File: config.mk
export PLATFORM = sky130hd
export DESIGN_NAME = thru_top
export DESIGN_NICKNAME = d
export VERILOG_FILES = /design/src/logic/thru_pkg.sv /design/src/logic/thru_core_if.sv /design/src/logic/thru_top.sv /design/src/logic/thru_mft.sv /design/src/logic/thru_sst.sv
export SDC_FILE = /design/constraint.sdc
export NUM_CORES = 1
export LEC_CHECK = 0
export BUFFER_PORTS_ARGS = -buffer_cell sky130_fd_sc_hd__buf_2
export CAP_MARGIN = 10
export CORE_ASPECT_RATIO = 0.75
export CORE_MARGIN = 5
export CORE_UTILIZATION = 41
export DETAILED_ROUTE_END_ITERATION = 8
export GPL_ROUTABILITY_DRIVEN = 1
export PLACE_DENSITY = 0.61
export SKIP_CTS_REPAIR_TIMING = 1
export SLEW_MARGIN = 30
export SYNTH_ARGS = -nofsm -noshare
export SYNTH_HDL_FRONTEND = slang
export SYNTH_SLANG_ARGS = --single-unit
File: constraint.sdc
create_clock -name CLK_IN -period 2.9 [get_ports CLK_IN]
set_clock_uncertainty 0.15 [all_clocks]
set_input_delay 0.29 -clock CLK_IN [delete_from_list [all_inputs] [get_ports CLK_IN]]
set_output_delay 0.29 -clock CLK_IN [all_outputs]
set_load 0.05 [all_outputs]
File: src/logic/thru_pkg.sv
// Function
// RULE_01: Shared timer: 8-stage divider plus 7-bit prescaler.
// RULE_02: Option-selected LCD and buzzer clock taps.
// RULE_03: Integrator picks LCD tap near 4kHz.
// RULE_04: Time base period 2^12 to 2^15.
// RULE_05: Time base sets tick flag, vector 14H.
// RULE_06: Rate select bits choose clock tick divide.
// RULE_07: Clock tick sets flag, vector 18H.
// RULE_08: Halt stops system oscillator, slow oscillator runs.
// RULE_09: Halt keeps RAM, registers and ports.
// RULE_10: Halt entry clears watchdog on slow source.
// RULE_11: Halt sets power-down flag, clears expiry flag.
// RULE_12: LCD clock runs in halt on slow source.
// RULE_13: Halt ends by reset, interrupt, port, overflow.
// RULE_14: Power-down flag cleared by power-up, watchdog clear.
// RULE_15: Port A wake enables; resume next instruction.
// RULE_16: Disabled or stack-full interrupt wake resumes next.
// RULE_17: Already-set request flag cannot wake device.
// RULE_18: Startup delay 1024 clocks after power-up, wake.
// RULE_19: Expiry and power-down flags encode reset cause.
// RULE_20: Chip reset clears timers, disables interrupts.
// RULE_21: Overflow in run: chip reset, expiry flag set.
// RULE_22: Shared timer counts in halt on slow source.
package thru_pkg;
	// Register indexes; byte address is four times the index
	localparam logic [7:0]  IDX_TICK_CTL   = 8'h09;
	localparam logic [7:0]  IDX_STATUS     = 8'h0A;
	localparam logic [7:0]  IDX_IRQ_CTL2   = 8'h1E;
	localparam logic [7:0]  IDX_OPTIONS    = 8'h20;
	localparam logic [7:0]  TICK_CTL_RESET = 8'h07;
	// Field positions
	localparam int          TB_EN_BIT      = 2;
	localparam int          RTC_EN_BIT     = 3;
	localparam int          PDF_BIT        = 4;
	localparam int          TO_BIT         = 5;
	localparam int          TBF_BIT        = 5;
	localparam int          RTF_BIT        = 6;
	localparam int          OPT_SRC_LSB    = 0;
	localparam int          OPT_LCD_LSB    = 2;
	localparam int          OPT_BUZ_LSB    = 5;
	localparam int          OPT_TB_LSB     = 8;
	localparam int          OPT_WAKE_LSB   = 16;
	// Tap bases: tap exponent is base plus select code
	localparam logic [3:0]  LCD_BASE       = 4'h2;
	localparam logic [3:0]  BUZ_BASE       = 4'h2;
	localparam logic [3:0]  TB_BASE        = 4'hC;
	localparam logic [3:0]  RTC_BASE       = 4'h8;
	localparam int          TMR_BITS       = 15;
	// Vectors
	localparam logic [7:0]  VEC_TB         = 8'h14;
	localparam logic [7:0]  VEC_RTC        = 8'h18;
	// Startup delay in system clock periods
	localparam logic [10:0] SST_CYCLES     = 11'h400;
	localparam logic [1:0]  INSTR_DIV_LAST = 2'h3;

	typedef enum logic [1:0] {SRC_WDT, SRC_RTC, SRC_INSTR, SRC_NONE} thru_src_type;
	typedef enum {ST_RUN, ST_HALT, ST_WAKE} thru_state_type;

	// Divide-by-2^n rollover: low n bits all ones
	function automatic logic thru_roll(input logic [14:0] cnt, input logic [3:0] n);
		logic [15:0] mask;
		mask = (16'h0001 << n) - 16'h0001;
		return ({1'b0, cnt} & mask) == mask;
	endfunction : thru_roll
endpackage : thru_pkg

File: src/logic/thru_core_if.sv
`timescale 1ns/10ps
interface thru_core_if;
	logic       src_tick;
	logic       tmr_clear;
	logic [2:0] lcd_sel;
	logic [2:0] buz_sel;
	logic [1:0] tb_sel;
	logic [2:0] rtc_sel;
	logic       tb_tick;
	logic       rtc_tick;
	logic       lcd_clk;
	logic       buz_clk;
	logic       sst_start;
	logic       sst_busy;
	logic       sst_done;

	modport tmr (input src_tick, tmr_clear, lcd_sel, buz_sel, tb_sel, rtc_sel,
		output tb_tick, rtc_tick, lcd_clk, buz_clk);
	modport sst (input sst_start, output sst_busy, sst_done);
	modport ctl (output src_tick, tmr_clear, lcd_sel, buz_sel, tb_sel, rtc_sel, sst_start,
		input tb_tick, rtc_tick, lcd_clk, buz_clk, sst_busy, sst_done);
endinterface : thru_core_if

File: src/logic/thru_top.sv
`timescale 1ns/10ps
module thru_top (
	// Clock and power-up reset
	input  wire logic        CLK_IN,
	input  wire logic        RST_IN,
	// APB slave
	input  wire logic        PSEL_IN,
	input  wire logic        PENABLE_IN,
	input  wire logic        PWRITE_IN,
	input  wire logic [7:0]  PADDR_IN,
	input  wire logic [31:0] PWDATA_IN,
	output logic      [31:0] PRDATA_OUT,
	output logic             PREADY_OUT,
	output logic             PSLVERR_OUT,
	// Timer sources, one-cycle ticks
	input  wire logic        WDT_OSC_TICK_IN,
	input  wire logic        RTC_OSC_TICK_IN,
	// Core events
	input  wire logic        HALT_OP_IN,
	input  wire logic        WDT_CLEAR_OP_IN,
	input  wire logic        WDT_OVF_IN,
	input  wire logic        EXT_CLEAR_N_IN,
	input  wire logic [7:0]  PORTA_IN,
	input  wire logic [3:0]  EXT_IRQ_REQ_IN,
	input  wire logic        MASTER_IRQ_EN_IN,
	input  wire logic        STACK_FULL_IN,
	input  wire logic        IRQ_ACK_IN,
	// Core control
	output logic             CPU_RUN_OUT,
	output logic             SYS_OSC_EN_OUT,
	output logic             IO_HOLD_OUT,
	output logic             CHIP_RESET_OUT,
	output logic             WARM_RESET_OUT,
	output logic             WDT_CLEAR_OUT,
	output logic             RESUME_NEXT_OUT,
	output logic             IRQ_VEC_REQ_OUT,
	output logic      [7:0]  IRQ_VEC_OUT,
	// Tap clocks
	output logic             LCD_CLK_OUT,
	output logic             BUZZER_OUT
);
	thru_core_if core ();

	thru_pkg::thru_state_type state_q, state_d;
	logic [7:0]  tick_ctl_q;
	logic [7:0]  irq_ctl2_q;
	logic [23:0] options_q;
	logic        pdf_q, to_q;
	logic [5:0]  pre_req_q;
	logic [7:0]  porta_q;
	logic [1:0]  idiv_q;
	logic        resume_pend_q, settle_q;
	logic        vec_req_q, sys_osc_q, run_q, hold_q;
	logic        chip_rst_q, warm_q, wdt_clr_q, resume_q;
	logic [7:0]  vec_q;
	logic [31:0] rdata_q;
	logic        pready_q, pslverr_q;
	logic [10:0] wake_cnt_q;

	// Decoded events
	wire         setup_ph    = PSEL_IN && !PENABLE_IN;
	wire         wr_done     = PSEL_IN && PENABLE_IN && pready_q && PWRITE_IN;
	wire  [7:0]  idx         = {2'b00, PADDR_IN[7:2]};
	wire         hit_tick    = idx == thru_pkg::IDX_TICK_CTL;
	wire         hit_stat    = idx == thru_pkg::IDX_STATUS;
	wire         hit_irq     = idx == thru_pkg::IDX_IRQ_CTL2;
	wire         hit_opt     = idx == thru_pkg::IDX_OPTIONS;
	wire         mapped      = (hit_tick || hit_stat || hit_irq || hit_opt) && PADDR_IN[1:0] == 2'b00;
	wire  [1:0]  src_sel     = options_q[thru_pkg::OPT_SRC_LSB +: 2];
	wire  [7:0]  wake_en     = options_q[thru_pkg::OPT_WAKE_LSB +: 8];
	wire         slow_src    = src_sel == thru_pkg::SRC_WDT || src_sel == thru_pkg::SRC_RTC;
	wire         in_run      = state_q == thru_pkg::ST_RUN;
	wire         in_halt     = state_q == thru_pkg::ST_HALT;
	wire         halt_go     = in_run && HALT_OP_IN && EXT_CLEAR_N_IN;
	wire         ext_clear   = !EXT_CLEAR_N_IN;
	wire         ovf_run     = in_run && WDT_OVF_IN;
	wire         ovf_halt    = in_halt && WDT_OVF_IN;
	wire         chip_rst    = ext_clear || ovf_run;
	wire         periodic_tick_flag         = irq_ctl2_q[thru_pkg::TBF_BIT];
	wire         clock_tick_flag         = irq_ctl2_q[thru_pkg::RTF_BIT];
	wire  [5:0]  req_all     = {clock_tick_flag, periodic_tick_flag, EXT_IRQ_REQ_IN};
	wire  [5:0]  new_req     = req_all & ~pre_req_q;
	wire         port_wake   = |(porta_q & ~PORTA_IN & wake_en);
	wire         any_wake    = |new_req || port_wake;
	wire         instr_tick  = sys_osc_q && idiv_q == thru_pkg::INSTR_DIV_LAST;
	wire         tb_pend     = periodic_tick_flag && irq_ctl2_q[thru_pkg::TB_EN_BIT];
	wire         rtc_pend    = clock_tick_flag && irq_ctl2_q[thru_pkg::RTC_EN_BIT];
	wire         vec_ok      = run_q && !settle_q && MASTER_IRQ_EN_IN && !STACK_FULL_IN;
	wire         ack_tb      = IRQ_ACK_IN && vec_req_q && vec_q == thru_pkg::VEC_TB;
	wire         ack_rtc     = IRQ_ACK_IN && vec_req_q && vec_q == thru_pkg::VEC_RTC;
	wire         wr_irq      = wr_done && hit_irq;

	// Shared timer wiring; instruction tick stops with the system oscillator [RULE_01] [RULE_22]
	assign core.src_tick  = (src_sel == thru_pkg::SRC_WDT)   ? WDT_OSC_TICK_IN :
	                        (src_sel == thru_pkg::SRC_RTC)   ? RTC_OSC_TICK_IN :
	                        (src_sel == thru_pkg::SRC_INSTR) ? instr_tick : 1'b0;
	assign core.tmr_clear = chip_rst; // [RULE_20]
	assign core.lcd_sel   = options_q[thru_pkg::OPT_LCD_LSB +: 3] > 3'h6 ? 3'h6 :
	                        options_q[thru_pkg::OPT_LCD_LSB +: 3];
	assign core.buz_sel   = options_q[thru_pkg::OPT_BUZ_LSB +: 3];
	assign core.tb_sel    = options_q[thru_pkg::OPT_TB_LSB +: 2];
	assign core.rtc_sel   = tick_ctl_q[2:0]; // [RULE_06]
	assign core.sst_start = state_q != thru_pkg::ST_WAKE && state_d == thru_pkg::ST_WAKE;

	thru_mft u_mft (
		.clk_in (CLK_IN),
		.rst_in (RST_IN),
		.core   (core)
	);

	thru_sst u_sst (
		.clk_in (CLK_IN),
		.rst_in (RST_IN),
		.core   (core)
	);

	// Sequencer: overflow in halt is a warm reset and still waits out the delay [RULE_13]
	always_comb begin
		state_d = state_q;
		unique case (state_q)
			thru_pkg::ST_RUN: begin
				if (halt_go) state_d = thru_pkg::ST_HALT;
			end
			thru_pkg::ST_HALT: begin
				if (ext_clear || WDT_OVF_IN || any_wake) state_d = thru_pkg::ST_WAKE;
			end
			thru_pkg::ST_WAKE: begin
				if (core.sst_done) state_d = thru_pkg::ST_RUN; // [RULE_18]
			end
		endcase
	end

	// State, instruction divider and port A history
	always_ff @(posedge CLK_IN) begin
		if (RST_IN) begin
			state_q <= thru_pkg::ST_WAKE;
			idiv_q  <= 2'h0;
			porta_q <= 8'hFF;
		end else begin
			state_q <= state_d;
			idiv_q  <= sys_osc_q ? idiv_q + 2'h1 : 2'h0;
			porta_q <= PORTA_IN;
		end
	end

	// Cause flags; clear op loses to a halt in the same cycle [RULE_19]
	always_ff @(posedge CLK_IN) begin
		if (RST_IN) begin
			pdf_q <= 1'b0; // [RULE_14]
			to_q  <= 1'b0;
		end else if (halt_go) begin
			pdf_q <= 1'b1; // [RULE_11]
			to_q  <= 1'b0;
		end else if (in_halt && ext_clear) begin
			to_q  <= 1'b0;
		end else if (WDT_OVF_IN && (in_run || in_halt)) begin
			to_q  <= 1'b1; // [RULE_21]
		end else if (WDT_CLEAR_OP_IN && in_run) begin
			pdf_q <= 1'b0; // [RULE_14]
		end
	end

	// Requests already pending at halt entry are masked out of wake [RULE_17]
	always_ff @(posedge CLK_IN) begin
		if (RST_IN) begin
			pre_req_q <= 6'h00;
		end else if (halt_go) begin
			pre_req_q <= req_all;
		end
	end

	// Tick control register; chip reset returns the rate to its reset code
	always_ff @(posedge CLK_IN) begin
		if (RST_IN || chip_rst) begin
			tick_ctl_q <= thru_pkg::TICK_CTL_RESET; // [RULE_20]
		end else if (wr_done && hit_tick) begin
			tick_ctl_q <= PWDATA_IN[7:0]; // [RULE_06]
		end
	end

	// Options are not cleared by a chip reset, as mask options would not be
	always_ff @(posedge CLK_IN) begin
		if (RST_IN) begin
			options_q <= 24'h000000;
		end else if (wr_done && hit_opt) begin
			options_q <= PWDATA_IN[23:0]; // [RULE_15]
		end
	end

	// Second interrupt control; hardware set beats software or ack clear [RULE_05] [RULE_07]
	always_ff @(posedge CLK_IN) begin
		if (RST_IN || chip_rst) begin
			irq_ctl2_q <= 8'h00; // [RULE_20]
		end else begin
			irq_ctl2_q[thru_pkg::TB_EN_BIT] <= wr_irq ? PWDATA_IN[thru_pkg::TB_EN_BIT] :
			                                   irq_ctl2_q[thru_pkg::TB_EN_BIT];
			irq_ctl2_q[thru_pkg::RTC_EN_BIT] <= wr_irq ? PWDATA_IN[thru_pkg::RTC_EN_BIT] :
			                                    irq_ctl2_q[thru_pkg::RTC_EN_BIT];
			irq_ctl2_q[thru_pkg::TBF_BIT] <= core.tb_tick ||
				(!ack_tb && (wr_irq ? PWDATA_IN[thru_pkg::TBF_BIT] : periodic_tick_flag)); // [RULE_05]
			irq_ctl2_q[thru_pkg::RTF_BIT] <= core.rtc_tick ||
				(!ack_rtc && (wr_irq ? PWDATA_IN[thru_pkg::RTF_BIT] : clock_tick_flag)); // [RULE_07]
		end
	end

	// Vector request; one settle cycle after wake delays the response [RULE_16]
	always_ff @(posedge CLK_IN) begin
		if (RST_IN || chip_rst) begin
			vec_req_q <= 1'b0;
			vec_q     <= 8'h00;
		end else if (!vec_req_q || IRQ_ACK_IN) begin
			vec_req_q <= vec_ok && (tb_pend || rtc_pend) && !IRQ_ACK_IN;
			vec_q     <= tb_pend ? thru_pkg::VEC_TB : thru_pkg::VEC_RTC; // [RULE_05] [RULE_07]
		end
	end

	// Core control outputs; halt freezes execution and ports [RULE_08] [RULE_09]
	always_ff @(posedge CLK_IN) begin
		if (RST_IN) begin
			sys_osc_q     <= 1'b1;
			run_q         <= 1'b0;
			hold_q        <= 1'b0;
			settle_q      <= 1'b0;
			chip_rst_q    <= 1'b1; // [RULE_20]
			warm_q        <= 1'b0;
			wdt_clr_q     <= 1'b0;
			resume_q      <= 1'b0;
			resume_pend_q <= 1'b0;
		end else begin
			sys_osc_q     <= state_d != thru_pkg::ST_HALT; // [RULE_08]
			run_q         <= state_d == thru_pkg::ST_RUN;
			hold_q        <= state_d == thru_pkg::ST_HALT; // [RULE_09]
			settle_q      <= state_q == thru_pkg::ST_WAKE && state_d == thru_pkg::ST_RUN;
			chip_rst_q    <= chip_rst; // [RULE_13] [RULE_21]
			warm_q        <= ovf_halt; // [RULE_13]
			wdt_clr_q     <= halt_go && slow_src; // [RULE_10]
			resume_q      <= resume_pend_q && state_q == thru_pkg::ST_WAKE && core.sst_done;
			if (in_halt && state_d == thru_pkg::ST_WAKE) begin
				resume_pend_q <= !(ext_clear || WDT_OVF_IN); // [RULE_15] [RULE_16]
			end else if (core.sst_done) begin
				resume_pend_q <= 1'b0;
			end
		end
	end

	// APB read data and ready; one wait-free access phase
	always_ff @(posedge CLK_IN) begin
		if (RST_IN) begin
			rdata_q   <= 32'h00000000;
			pready_q  <= 1'b0;
			pslverr_q <= 1'b0;
		end else begin
			pready_q  <= setup_ph;
			pslverr_q <= setup_ph && !mapped;
			if (setup_ph) begin
				rdata_q <= !mapped ? 32'h00000000 :
				           hit_tick ? {24'h000000, tick_ctl_q} :
				           hit_irq  ? {24'h000000, irq_ctl2_q} :
				           hit_opt  ? {8'h00, options_q} :
				           {26'h0000000, to_q, pdf_q, 4'h0}; // [RULE_19]
			end
		end
	end

	// Wake length counter, read only by checks
	always_ff @(posedge CLK_IN) begin
		if (RST_IN || core.sst_start) begin
			wake_cnt_q <= 11'h000;
		end else if (state_q == thru_pkg::ST_WAKE) begin
			wake_cnt_q <= wake_cnt_q + 11'h001;
		end
	end

	assign PRDATA_OUT      = rdata_q;
	assign PREADY_OUT      = pready_q;
	assign PSLVERR_OUT     = pslverr_q;
	assign CPU_RUN_OUT     = run_q;
	assign SYS_OSC_EN_OUT  = sys_osc_q;
	assign IO_HOLD_OUT     = hold_q;
	assign CHIP_RESET_OUT  = chip_rst_q;
	assign WARM_RESET_OUT  = warm_q;
	assign WDT_CLEAR_OUT   = wdt_clr_q;
	assign RESUME_NEXT_OUT = resume_q;
	assign IRQ_VEC_REQ_OUT = vec_req_q;
	assign IRQ_VEC_OUT     = vec_q;
	assign LCD_CLK_OUT     = core.lcd_clk;
	assign BUZZER_OUT      = core.buz_clk;
endmodule : thru_top

File: src/logic/thru_mft.sv
`timescale 1ns/10ps
module thru_mft (
	input wire logic clk_in,
	input wire logic rst_in,
	thru_core_if.tmr core
);
	logic [14:0] cnt_q;
	logic [3:0]  lcd_n, buz_n, tb_n, rtc_n;

	// Tap exponents from option and rate select codes
	assign lcd_n = thru_pkg::LCD_BASE + {1'b0, core.lcd_sel};
	assign buz_n = thru_pkg::BUZ_BASE + {1'b0, core.buz_sel};
	assign tb_n  = thru_pkg::TB_BASE + {2'b00, core.tb_sel};
	assign rtc_n = thru_pkg::RTC_BASE + {1'b0, core.rtc_sel};

	// Divider and prescaler as one 15-bit chain; only the source tick advances it [RULE_01] [RULE_22]
	always_ff @(posedge clk_in) begin
		if (rst_in || core.tmr_clear) begin
			cnt_q <= 15'h0000;
		end else if (core.src_tick) begin
			cnt_q <= cnt_q + 15'h0001;
		end
	end

	// Time-outs and square-wave taps, all registered
	always_ff @(posedge clk_in) begin
		if (rst_in || core.tmr_clear) begin
			core.tb_tick  <= 1'b0;
			core.rtc_tick <= 1'b0;
			core.lcd_clk  <= 1'b0;
			core.buz_clk  <= 1'b0;
		end else begin
			core.tb_tick  <= core.src_tick && thru_pkg::thru_roll(cnt_q, tb_n); // [RULE_04]
			core.rtc_tick <= core.src_tick && thru_pkg::thru_roll(cnt_q, rtc_n); // [RULE_06]
			core.lcd_clk  <= cnt_q[lcd_n - 4'h1]; // [RULE_02] [RULE_12]
			core.buz_clk  <= cnt_q[buz_n - 4'h1]; // [RULE_02]
		end
	end
endmodule : thru_mft

File: src/logic/thru_sst.sv
`timescale 1ns/10ps
module thru_sst (
	input wire logic clk_in,
	input wire logic rst_in,
	thru_core_if.sst core
);
	logic [10:0] cnt_q;

	// Startup delay; busy from power-up so the first run also waits [RULE_18]
	always_ff @(posedge clk_in) begin
		if (rst_in || core.sst_start) begin
			cnt_q         <= 11'h000;
			core.sst_busy <= 1'b1;
			core.sst_done <= 1'b0;
		end else if (core.sst_busy) begin
			cnt_q         <= cnt_q + 11'h001;
			core.sst_done <= (cnt_q == thru_pkg::SST_CYCLES - 11'h002);
			core.sst_busy <= (cnt_q != thru_pkg::SST_CYCLES - 11'h002);
		end else begin
			core.sst_done <= 1'b0;
		end
	end
endmodule : thru_sst

==> results of run 1 <==
## flip-flops by register name, summed over array words and instances, names as in the netlist, 2 cells and up
name / cells
pre_req_q: 6
PRDATA_OUT: 24
state_q: 32
tick_ctl_q: 8
options_q: 24
IRQ_VEC_OUT: 3
u_mft.cnt_q: 15
porta_q: 8
irq_ctl2_q: 4
u_sst.cnt_q: 11
idiv_q: 2
## tightest hold or removal path, cell delays in order
cell and delay [ns]:
buf_2 0.10, nand2_1 0.05, a21oi_1 0.05
## cell usage after synthesis (all sizes together), types with 15 or more instances
library cell | count | area, sq um
dfxtp | 157 | 3140
nand2 | 72 | 275
nor2 | 64 | 240
a21oi | 42 | 218
nor2b | 34 | 213
buf | 27 | 170
nor3 | 25 | 125
a22oi | 21 | 158
clkbuf | 19 | 71.3
inv | 19 | 71.3
mux2i | 18 | 180
o21ai | 16 | 80.1
xor2 | 15 | 131
## layout make-up
cell class                      count  area, sq um
Multi-Input combinational cell    469         2880
Fill cell                        1412         7310
Tap cell                          205          256
Clock inverter                     12          163
Sequential cell                   157         3140
Inverter                           19         71.3
Timing Repair Buffer              136          856
Clock buffer                       20          447
## cell families (layout without fill, tap and decap cells)
kind of cell	after synthesis	count (layout)	share of synthesized area (%)
buf+inv	65	187	4.98
simple gates	286	286	23.5
mux	26	26	5.01
fa+ha+maj	6	6	1.19
other cells	1	13	0.0596
compound gates	115	115	12.1
xor+xnor	23	23	3.20
flops	157	157	50.0
## how the worst max path moves through the flow
stage | start | endpoint | cells past startpoint
after floorplan | PREADY_OUT$_SDFF_PP0_ | irq_ctl2_q[5]$_SDFF_PP0_ | 5
after global placement | state_q[8]$_SDFF_PP0_ | u_mft.core.tb_tick$_SDFF_PP0_ | 6
after detailed placement | EXT_IRQ_REQ_IN[0] | SYS_OSC_EN_OUT$_SDFF_PP1_ | 5
after CTS | state_q[8]$_SDFF_PP0_ | u_mft.core.tb_tick$_SDFF_PP0_ | 6
after global routing | state_q[8]$_SDFF_PP0_ | u_mft.core.tb_tick$_SDFF_PP0_ | 6
final | EXT_IRQ_REQ_IN[3] | SYS_OSC_EN_OUT$_SDFF_PP1_ | 6
## metal layers
| layer | vias up | track usage, % |
|---|---|---|
| met5 | - | 0 |
| met4 | 0 | 4.21 |
| met3 | 10 | 6.32 |
| met2 | 133 | 26.4 |
| met1 | 2392 | 22.4 |
| li1 | 2578 | - |
## power by group through the flow
stage / clock network (uW) / registers [uW] / logic [uW]
after floorplan: 0 / 2240 / 124
after global placement: 0 / 2230 / 192
after detailed placement: 0 / 2230 / 196
after CTS: 2320 / 2180 / 197
after global routing: 2410 / 2180 / 247
final: 2280 / 2180 / 227
## stage by stage
step	hold slack [ns]	cells	power, uW	cell area (sq um)
2_1_floorplan	0.219	691	2370	6330
3_3_place_gp	0.263	957	2420	6920
3_5_place_dp	0.276	957	2430	6920
4_1_cts	-0.0964	989	4700	7520
5_1_grt	0.000504	1018	4840	7820
6_report	-0.0248	1018	4690	7820
==> summary.md, run 1 <==
| Metric | Value |
|---|---|
| Achievable clock frequency | `0.411 GHz` |
| Static Leak | `0.00305 uW` |
| Endpoints failing hold | `3` |
| Antenna diode instance count | `0` |
| GPL Wtd Cong | `0.854` |
| Average cell area after synthesis | `9.26 sq um` |
| Pin count of the biggest net entering global routing | `75` |
| Power share of the clock group | `48.6%` |
| Sw Pwr | `1050 uW` |
| Initial antenna violation count | `0` |
| Number of enable flip-flop cells after synthesis | `0` |
| Cell at the slowest stage of the critical path | `o311a_1` |
| Worst reg-to-reg path cell count | `5` |
| Count of pins over their slew limit | `0` |
| Final TNS setup | `0 ns` |
| Number of cell rows | `39` |
| Total I/O pin count | `118` |
| Worst slack at placement | `0.565 ns` |
| Metal1 wirelength | `7.44 mm` |
| Number of buffer and inverter instances along the worst setup path | `2` |
| Overall die width | `153 um` |
| Total power per unit cell area | `600 nW/um^2` |
| Detailed-route via count | `5,113` |
| Data required time at the worst endpoint | `3.04 ns` |
| DRC violation count after routing | `0` |
| Finished Core Util | `about half` |
| TritonCTS Buffers | `17` |
| Synthesized netlist cell count | `679` |
| Max-slew headroom | `38.7%` |
| CP peak stage delay | `around 0.6 ns` |
| Number of nets at the end of the flow | `872` |
| Distinct cell type count after synthesis | `62` |
| Violated checks | `hold timing` |
| Antenna Nets Post-Route | `0` |
| Worst skew pair latency | `0.42 ns` |
| Kind of cell adding the most delay to the critical path | `compound AO/OA/AOI/OAI gates` |
| Top routing layer used | `met4` |
| Number of cells traversed by the worst hold path | `3` |
| Top fanout value on the critical path | `16` |
| PnR worst setup slack | `0.464 ns` |
| Yosys Warn Count | `0` |
| Synthesis-to-layout area growth | `24.3%` |
| Total gr overflow | `0` |
| Vias in the first global route | `4,878` |
| Proportion of layout cells with a drive suffix above 1 | `19.8%` |
| Worst supply voltage drop on vdd | `439 uV` |
| Setup-violating endpoint count in the final report | `0` |
| Type of the most critical hold path | `in -> reg` |
| Status | `complete, but fails checks` |
| Buffer cell driving the clock tree root | `clkbuf_16` |
| MaxCap Viol Count | `0` |
| Startpoint type of the worst setup path | `input pin` |
| Kind of end point of the critical path | `register` |
| Terminating pin of the worst hold path | `options_q[9]$_SDFFE_PP0P_` |
| Number of buffers on the longest clock path | `2` |
| # port buffers | `96` |
| Share of power burned in combinational logic | `under 10%` |
| Hold path startpoint | `PWDATA_IN[9]` |
| Sequential fraction of the synthesis area | `50.0%` |
| Pre-Repair DR Iteration Count | `5` |
| Height of the die | `117 um` |
| Clock tree from TritonCTS | `yes` |
| Core region area | `15,100 sq um` |
| Switching share of total power | `22.3%` |
| Amount of wire on met2 after detailed routing | `6.65 mm` |
| Met3 routed wirelength | `1.13 mm` |
| Critical Path AT | `2.58 ns` |
| Reg power frac | `46.6%` |
| Overall fraction of global-route tracks in use | `16.9%` |
| Post-synthesis async set-or-reset flop share | `0%` |
| Initial detailed-routing violation count | `320` |
| Effective utilization at floorplan | `between 40 and 50%` |
| Netlist area before placement | `6290 sq um` |
| Detailed-route wire length | `15.3 mm` |
| Top library cells by usage in the layout, fill and taps aside | `dfxtp_1, buf_2, nand2_1, nor2_1, a21oi_1` |
| Post-detailed-route wirelength per cell | `15.1 um` |
| Worst-case register-to-register setup slack | `0.56 ns` |
| Number of sinks handled by clock tree synthesis | `157` |
| Number of levels the H-tree was split into | `4` |
| Endpoint of the most critical register-to-register path | `SYS_OSC_EN_OUT$_SDFF_PP1_` |
| Number of synthesized register bits | `157` |
| HPWL after DPL | `10.8 mm` |
| Measured slew at the worst slew-check pin | `0.906 ns` |
| Vias per cell | `~5` |
| Setup repair after global routing missed its margin | `no` |
| Min Hold Slack | `-0.0248 ns` |
| First-pass GRT wire length | `24.4 mm` |
| Full die area | `17,900 sq um` |
| Prevailing post-synth register cell | `dfxtp_1` |
| Period utilization | `about 84%` |
| Cell-internal power | `approximately 3600 uW` |
| Leading cell type in the layout, fill and taps excluded | `dfxtp_1` |
| Final worst path period need | `~2.4 ns` |
| Clock-pin transition on the worst setup and hold timing paths | `roughly 0.060 ns` |
| Critical Path, Cell by Cell | `dlygate4sd3_1 > buf_2 > a222oi_1 > nand3_1 > o311a_1 > or3_1` |
| Origin of the critical flop-to-flop path | `pre_req_q[0]$_SDFFE_PP0P_` |
| Start-to-end type of the worst setup path | `in -> reg` |
Power figures use the tool's default switching activity.
==> run 2: changes to the inputs <==
Clock period 2.9 ns to 2.28 ns, I/O delays scaled along.
==> run 2 against run 1 <==
  * The run now ends clean
  * Die area did not move
  * Clock power up 24%
  * Core utilization up 1.8 points
  * Critical path depth rose by 1
  * Wire length is 2.5% higher
  * Non-clock buffer count grew 22
  * Final area rose by 3.5%
  * Largest cell class unchanged
==> summary.md, run 2 (synthesis results as in run 1) <==
| Metric | Value |
|---|---|
| Status | `completed` |
| Layer with the highest usage after global routing | `met2` |
| DRC violation count after routing | `0` |
| Endpoint of the most critical register-to-register path | `SYS_OSC_EN_OUT$_SDFF_PP1_` |
| Number of buffers on the longest clock path | `2` |
| Overall fraction of global-route tracks in use | `between 15 and 20%` |
| Post-detailed-route wirelength per cell | `roughly 15 um` |
| Number of sinks handled by clock tree synthesis | `~160` |
| Antenna Nets Post-Route | `0` |
| Clock tree from TritonCTS | `yes` |
| Worst supply voltage drop on vdd | `about 570 uV` |
| First-pass GRT wire length | `25.2 mm` |
| Top fanout value on the critical path | `16` |
| Total power per unit cell area | `732 nW/um^2` |
| Height of the die | `between 100 and 150 um` |
| Worst skew pair latency | `0.43 ns` |
| Cell-internal power | `4620 uW` |
| Setup repair after global routing missed its margin | `no` |
| Clock-pin transition on the worst setup and hold timing paths | `0.06 ns` |
| Total I/O pin count | `118` |
| Start-to-end type of the worst setup path | `in -> reg` |
| Synthesis-to-layout area growth | `28.6%` |
| Sw Pwr | `1300 uW` |
| Worst reg-to-reg path cell count | `6` |
| Initial antenna violation count | `0` |
| Worst-case register-to-register setup slack | `between 0.1 and 0.15 ns` |
| Leading cell type in the layout, fill and taps excluded | `dfxtp_1` |
| Sum of internal, switching and leakage power | `roughly 5900 uW` |
| Reg with most FFs | `state_q` |
| HPWL after DPL | `11.1 mm` |
| Data required time at the worst endpoint | `roughly 2.4 ns` |
| MaxCap Viol Count | `0` |
| Initial detailed-routing violation count | `~340` |
| Reg power frac | `47.0%` |
| Origin of the critical flop-to-flop path | `pre_req_q[0]$_SDFFE_PP0P_` |
| Static Leak | `0.00320 uW` |
| Overall die width | `153 um` |
| Total gr overflow | `0` |
| Global routing usage on met1 | `23.8%` |
| Vias in the first global route | `4,987` |
| Measured slew at the worst slew-check pin | `0.578 ns` |
| Hold path startpoint | `WDT_CLEAR_OP_IN` |
| Startpoint type of the worst setup path | `input pin` |
| Kind of end point of the critical path | `register` |
| Number of levels the H-tree was split into | `4` |
| Share of power burned in combinational logic | `5.2%` |
| Max reg flops | `32` |
| Pin count of the biggest net entering global routing | `50` |
| Setup-violating endpoint count in the final report | `0` |
| Max-slew headroom | `61.0%` |
| Detailed-route wire length | `15.7 mm` |
| Number of cells traversed by the worst hold path | `3` |
| Endpoints failing hold | `0` |
| Antenna diode instance count | `0` |
| Count of pins over their slew limit | `0` |
| Achievable clock frequency | `between 0.4 and 0.5 GHz` |
| Final worst path period need | `between 2 and 2.5 ns` |
| GPL Wtd Cong | `0.872` |
| Period utilization | `a little over nine tenths` |
| Proportion of layout cells with a drive suffix above 1 | `21.4%` |
| Number of cell rows | `39` |
| Power share of the clock group | `47.8%` |
| Type of the most critical hold path | `in -> reg` |
| Met2 track utilization from global routing | `26.4%` |
| Top library cells by usage in the layout, fill and taps aside | `dfxtp_1, buf_2, nand2_1, nor2_1, a21oi_1` |
| Vias per cell | `between 5 and 6` |
| Pre-Repair DR Iteration Count | `5` |
| # port buffers | `96` |
| Critical Path AT | `2.35 ns` |
| Finished Core Util | `a little over half` |
| Switching share of total power | `21.9%` |
| Global routing usage on met3 | `approximately 7.1%` |
| Buffer cell driving the clock tree root | `clkbuf_16` |
| Effective utilization at floorplan | `41.6%` |
| Start point of the critical path | `EXT_IRQ_REQ_IN[3]` |
| Number of nets at the end of the flow | `roughly 900` |
| Core region area | `approximately 15,000 sq um` |
| Full die area | `about 18,000 sq um` |
| Detailed-route via count | `5,240` |
| Final TNS setup | `0 ns` |
| TritonCTS Buffers | `17` |
| Terminating pin of the worst hold path | `pdf_q$_SDFFE_PP0P_` |
## run 2: cell types whose count changed in the layout (fill, tap and decap cells not counted), sizes merged
| cell | previous run | this run |
|---|---|---|
| clkinv | 2 | 7 |
| clkbuf | 20 | 19 |
| inv | 21 | 19 |
| buf | 107 | 119 |
| clkinvlp | 5 | 3 |
| dlygate4sd3 | 29 | 39 |
## run 2: worst max-delay path by stage
stage,end
2_1_floorplan,irq_ctl2_q[5]$_SDFF_PP0_
3_3_place_gp,PRDATA_OUT[1]$_SDFFE_PP0P_
3_5_place_dp,SYS_OSC_EN_OUT$_SDFF_PP1_
4_1_cts,SYS_OSC_EN_OUT$_SDFF_PP1_
5_1_grt,SYS_OSC_EN_OUT$_SDFF_PP1_
6_report,SYS_OSC_EN_OUT$_SDFF_PP1_
## run 2: area by class of cell
type                    count  area [sq um]
inverters                  19          71.3
clock buffers              19           443
fillers                  1380          7040
multi-input cells         469          2930
clock inverters            13           148
repair buffers            158          1100
well taps                 205           256
flip-flops and latches    157          3140
## run 2: power by group through the flow
stage	clock network, uW	registers [uW]	logic (uW)
2_1_floorplan	0	2850	157
3_3_place_gp	0	2840	249
3_5_place_dp	0	2840	255
4_1_cts	2900	2780	255
5_1_grt	3030	2780	334
6_report	2830	2780	307
## run 2: per-stage QoR
step | worst slack (ns) | cells | instance area [sq um] | hold slack [ns]
after floorplan | 0.130 | 691 | 6340 | 0.157
after global placement | 0.124 | 969 | 7060 | 0.264
after detailed placement | 0.0801 | 969 | 7060 | 0.274
after CTS | 0.0645 | 1001 | 7650 | -0.171
after global routing | 0.0154 | 1040 | 8090 | 0.00926
final | 0.0826 | 1040 | 8090 | 0.00274
## run 2: worst max-delay path: stages
cell and delay (ns):
dlygate4sd3_1 0.54, buf_2 0.13, a222oi_1 0.39, nand3_1 0.15
o311a_1 0.40, buf_12 0.16, or3_1 0.34
## run 2: metal layers
metal | vias to the layer above | wire length, um
met5 | - | 0
met4 | 0 | 199
met3 | 20 | 1160
met2 | 137 | 6780
met1 | 2452 | 7600
li1 | 2631 | -
==> run 3: changes to the inputs <==
==> constraint.sdc (replaced) <==
create_clock -name CLK_IN -period 2.28 [get_ports CLK_IN]
set_clock_uncertainty 0.15 [all_clocks]
set_input_delay 0.342 -clock CLK_IN [delete_from_list [all_inputs] [get_ports CLK_IN]]
set_output_delay 0.342 -clock CLK_IN [all_outputs]
set_load 0.05 [all_outputs]
==> run 3 against run 2 <==
  * Global-route usage decreased by 0.21 points
  * Total power increased by 6.1%
  * Critical path depth decreased by 1
  * Final area decreased by 2.3%
  * Cell count decreased by 2.5%
  * Sequential share of layout area increased by 0.90 points
  * Core utilization decreased by 1.2 points
  * Sequential power about the same
  * Wire length decreased by 2.7%
  * Fmax increased by 6.7%
  * Combinational power decreased by 11%
  * Sequential cell count unchanged
  * Critical endpoint is now resume_pend_q$_SDFFE_PP0P_
  * Largest power group unchanged
==> summary.md, run 3 (synthesis results as in run 1) <==
| Metric | Value |
|---|---|
| Pre-Repair DR Iteration Count | `5` |
| Core region area | `15,100 sq um` |
| Final worst path period need | `~2.1 ns` |
| MaxCap Viol Count | `0` |
| Status | `completed` |
| Top library cells by usage in the layout, fill and taps aside | `dfxtp_1, buf_2, nand2_1, nor2_1, a21oi_1` |
| Storage cell area | `3140 sq um` |
| Setup-violating endpoint count in the final report | `0` |
| Worst-case register-to-register setup slack | `0.22 ns` |
| Sum of internal, switching and leakage power | `roughly 6300 uW` |
| Total I/O pin count | `118` |
| Cell at the slowest stage of the critical path | `nor4_2` |
| Critical Path, Cell by Cell | `nor4_2 > nand4_1 > nor3_1 > o311a_1 > buf_4 > mux2i_1` |
| Reg with most FFs | `state_q` |
| Detailed-route via count | `5,195` |
| Overall die width | `approximately 150 um` |
| Origin of the critical flop-to-flop path | `state_q[16]$_SDFF_PP0_` |
| Synthesis-to-layout area growth | `25.7%` |
| DRC violation count after routing | `0` |
| Critical Path AT | `between 2 and 2.5 ns` |
| Top fanout value on the critical path | `8` |
| CP peak stage delay | `0.36 ns` |
| Number of buffer and inverter instances along the worst setup path | `1` |
| Pin count of the biggest net entering global routing | `109` |
| Final TNS setup | `0 ns` |
| Antenna diode instance count | `0` |
| Number of sinks handled by clock tree synthesis | `between 150 and 200` |
| Setup repair after global routing missed its margin | `no` |
| Number of levels the H-tree was split into | `4` |
| First-pass GRT wire length | `around 25 mm` |
| Min Hold Slack | `0.00649 ns` |
| Effective utilization at floorplan | `between 40% and 50%` |
| Total gr overflow | `0` |
| Vias in the first global route | `4,967` |
| TritonCTS Buffers | `17` |
| Measured slew at the worst slew-check pin | `0.626 ns` |
| HPWL after DPL | `roughly 11 mm` |
| Worst reg-to-reg path cell count | `6` |
| Finished Core Util | `approximately 52%` |
| Kind of end point of the critical path | `register` |
| Terminating pin of the worst hold path | `options_q[15]$_SDFFE_PP0P_` |
| Static Leak | `0.00312 uW` |
| Start-to-end type of the worst setup path | `reg -> reg` |
| Layout filler cell count | `between 1,000 and 1,500` |
| Number of cell rows | `39` |
| Number of cells traversed by the worst hold path | `3` |
| Data required time at the worst endpoint | `2.48 ns` |
| Max reg flops | `32` |
| Overall fraction of global-route tracks in use | `between 10% and 20%` |
| Worst skew pair latency | `approximately 0.42 ns` |
| Kind of cell adding the most delay to the critical path | `simple AND/OR/NAND/NOR gates` |
| Achievable clock frequency | `0.486 GHz` |
| Proportion of layout cells with a drive suffix above 1 | `22.4%` |
| Initial detailed-routing violation count | `roughly 370` |
| Full die area | `17,900 sq um` |
| Height of the die | `between 100 and 150 um` |
| Detailed-route wire length | `15.3 mm` |
| Number of nets at the end of the flow | `868` |
| Post-detailed-route wirelength per cell | `between 15 and 20 um` |
| Area occupied by multi-input gates | `around 3000 sq um` |
| Endpoints failing hold | `0` |
| Hold path startpoint | `PWDATA_IN[15]` |
| Buffer cell driving the clock tree root | `clkbuf_16` |
| Clock-pin transition on the worst setup and hold timing paths | `roughly 0.060 ns` |
| Period utilization | `between 90% and 100%` |
| Vias per cell | `5.12` |
| Leading cell type in the layout, fill and taps excluded | `dfxtp_1` |
| Endpoint of the most critical register-to-register path | `resume_pend_q$_SDFFE_PP0P_` |
| Max-slew headroom | `between 50% and 60%` |
| Antenna Nets Post-Route | `0` |
| Worst supply voltage drop on vdd | `559 uV` |
| Clock tree from TritonCTS | `yes` |
| GPL Wtd Cong | `0.899` |
| Startpoint type of the worst setup path | `register` |
| # port buffers | `96` |
| Type of the most critical hold path | `in -> reg` |
| Initial antenna violation count | `0` |
| Total power per unit cell area | `794 nW/um^2` |
| Number of buffers on the longest clock path | `2` |
| Count of pins over their slew limit | `0` |
## run 3: changes by cell type in the layout (fill, tap and decap cells not counted), sizes merged
cell,change
clkinvlp,-1
bufinv,+3
clkinv,-2
dlygate4sd3,-26
inv,+1
clkbuf,-1
## run 3: cell type report
cell class	count	area share (%)
Inverter	19	0.902
Tap cell	205	3.25
Clock buffer	18	5.56
Multi-Input combinational cell	469	36.9
Sequential cell	157	39.8
Clock inverter	14	3.04
Timing Repair Buffer	132	10.6
## run 3: worst max-delay path by stage
| stage | depth (start not counted) | startpoint | endpoint |
|---|---|---|---|
| 2_1_floorplan | 7 | PADDR_IN[3] | PRDATA_OUT[15]$_SDFFE_PP0P_ |
| 3_3_place_gp | 7 | PADDR_IN[3] | PRDATA_OUT[1]$_SDFFE_PP0P_ |
| 3_5_place_dp | 7 | PADDR_IN[3] | PRDATA_OUT[9]$_SDFFE_PP0P_ |
| 4_1_cts | 6 | state_q[8]$_SDFF_PP0_ | SYS_OSC_EN_OUT$_SDFF_PP1_ |
| 5_1_grt | 6 | state_q[22]$_SDFF_PP0_ | SYS_OSC_EN_OUT$_SDFF_PP1_ |
| 6_report | 6 | state_q[16]$_SDFF_PP0_ | resume_pend_q$_SDFFE_PP0P_ |
## run 3: power by group
group          internal [uW]  switching (uW)
Sequential              2760            13.3
Combinational           95.6             179
Clock                   2090            1140
Total                   4950            1330
## run 3: routing by layer
metal	GRT usage [%]	part of all wire, %	vias up
met4	6.77	1.5	0
met1	23.1	47	2411
met5	0	0	-
li1	-	-	2592
met3	7.20	7.9	20
met2	25.8	43	172
## run 3: stage by stage
stage / std cells / setup slack (ns) / cell area (sq um)
6_report: 1014 / 0.220 / 7900
5_1_grt: 1014 / 0.0577 / 7900
4_1_cts: 1001 / 0.00473 / 7740
3_5_place_dp: 969 / -0.00428 / 7060
3_3_place_gp: 969 / 0.0190 / 7060
2_1_floorplan: 691 / 0.107 / 6340
## run 3: worst reg2reg max path, stage by stage, from the launching register on
cell and delay, ns:
dfxtp_1 0.32, nor4_2 0.36, nand4_1 0.22, nor3_1 0.28
o311a_1 0.28, buf_4 0.19, mux2i_1 0.19
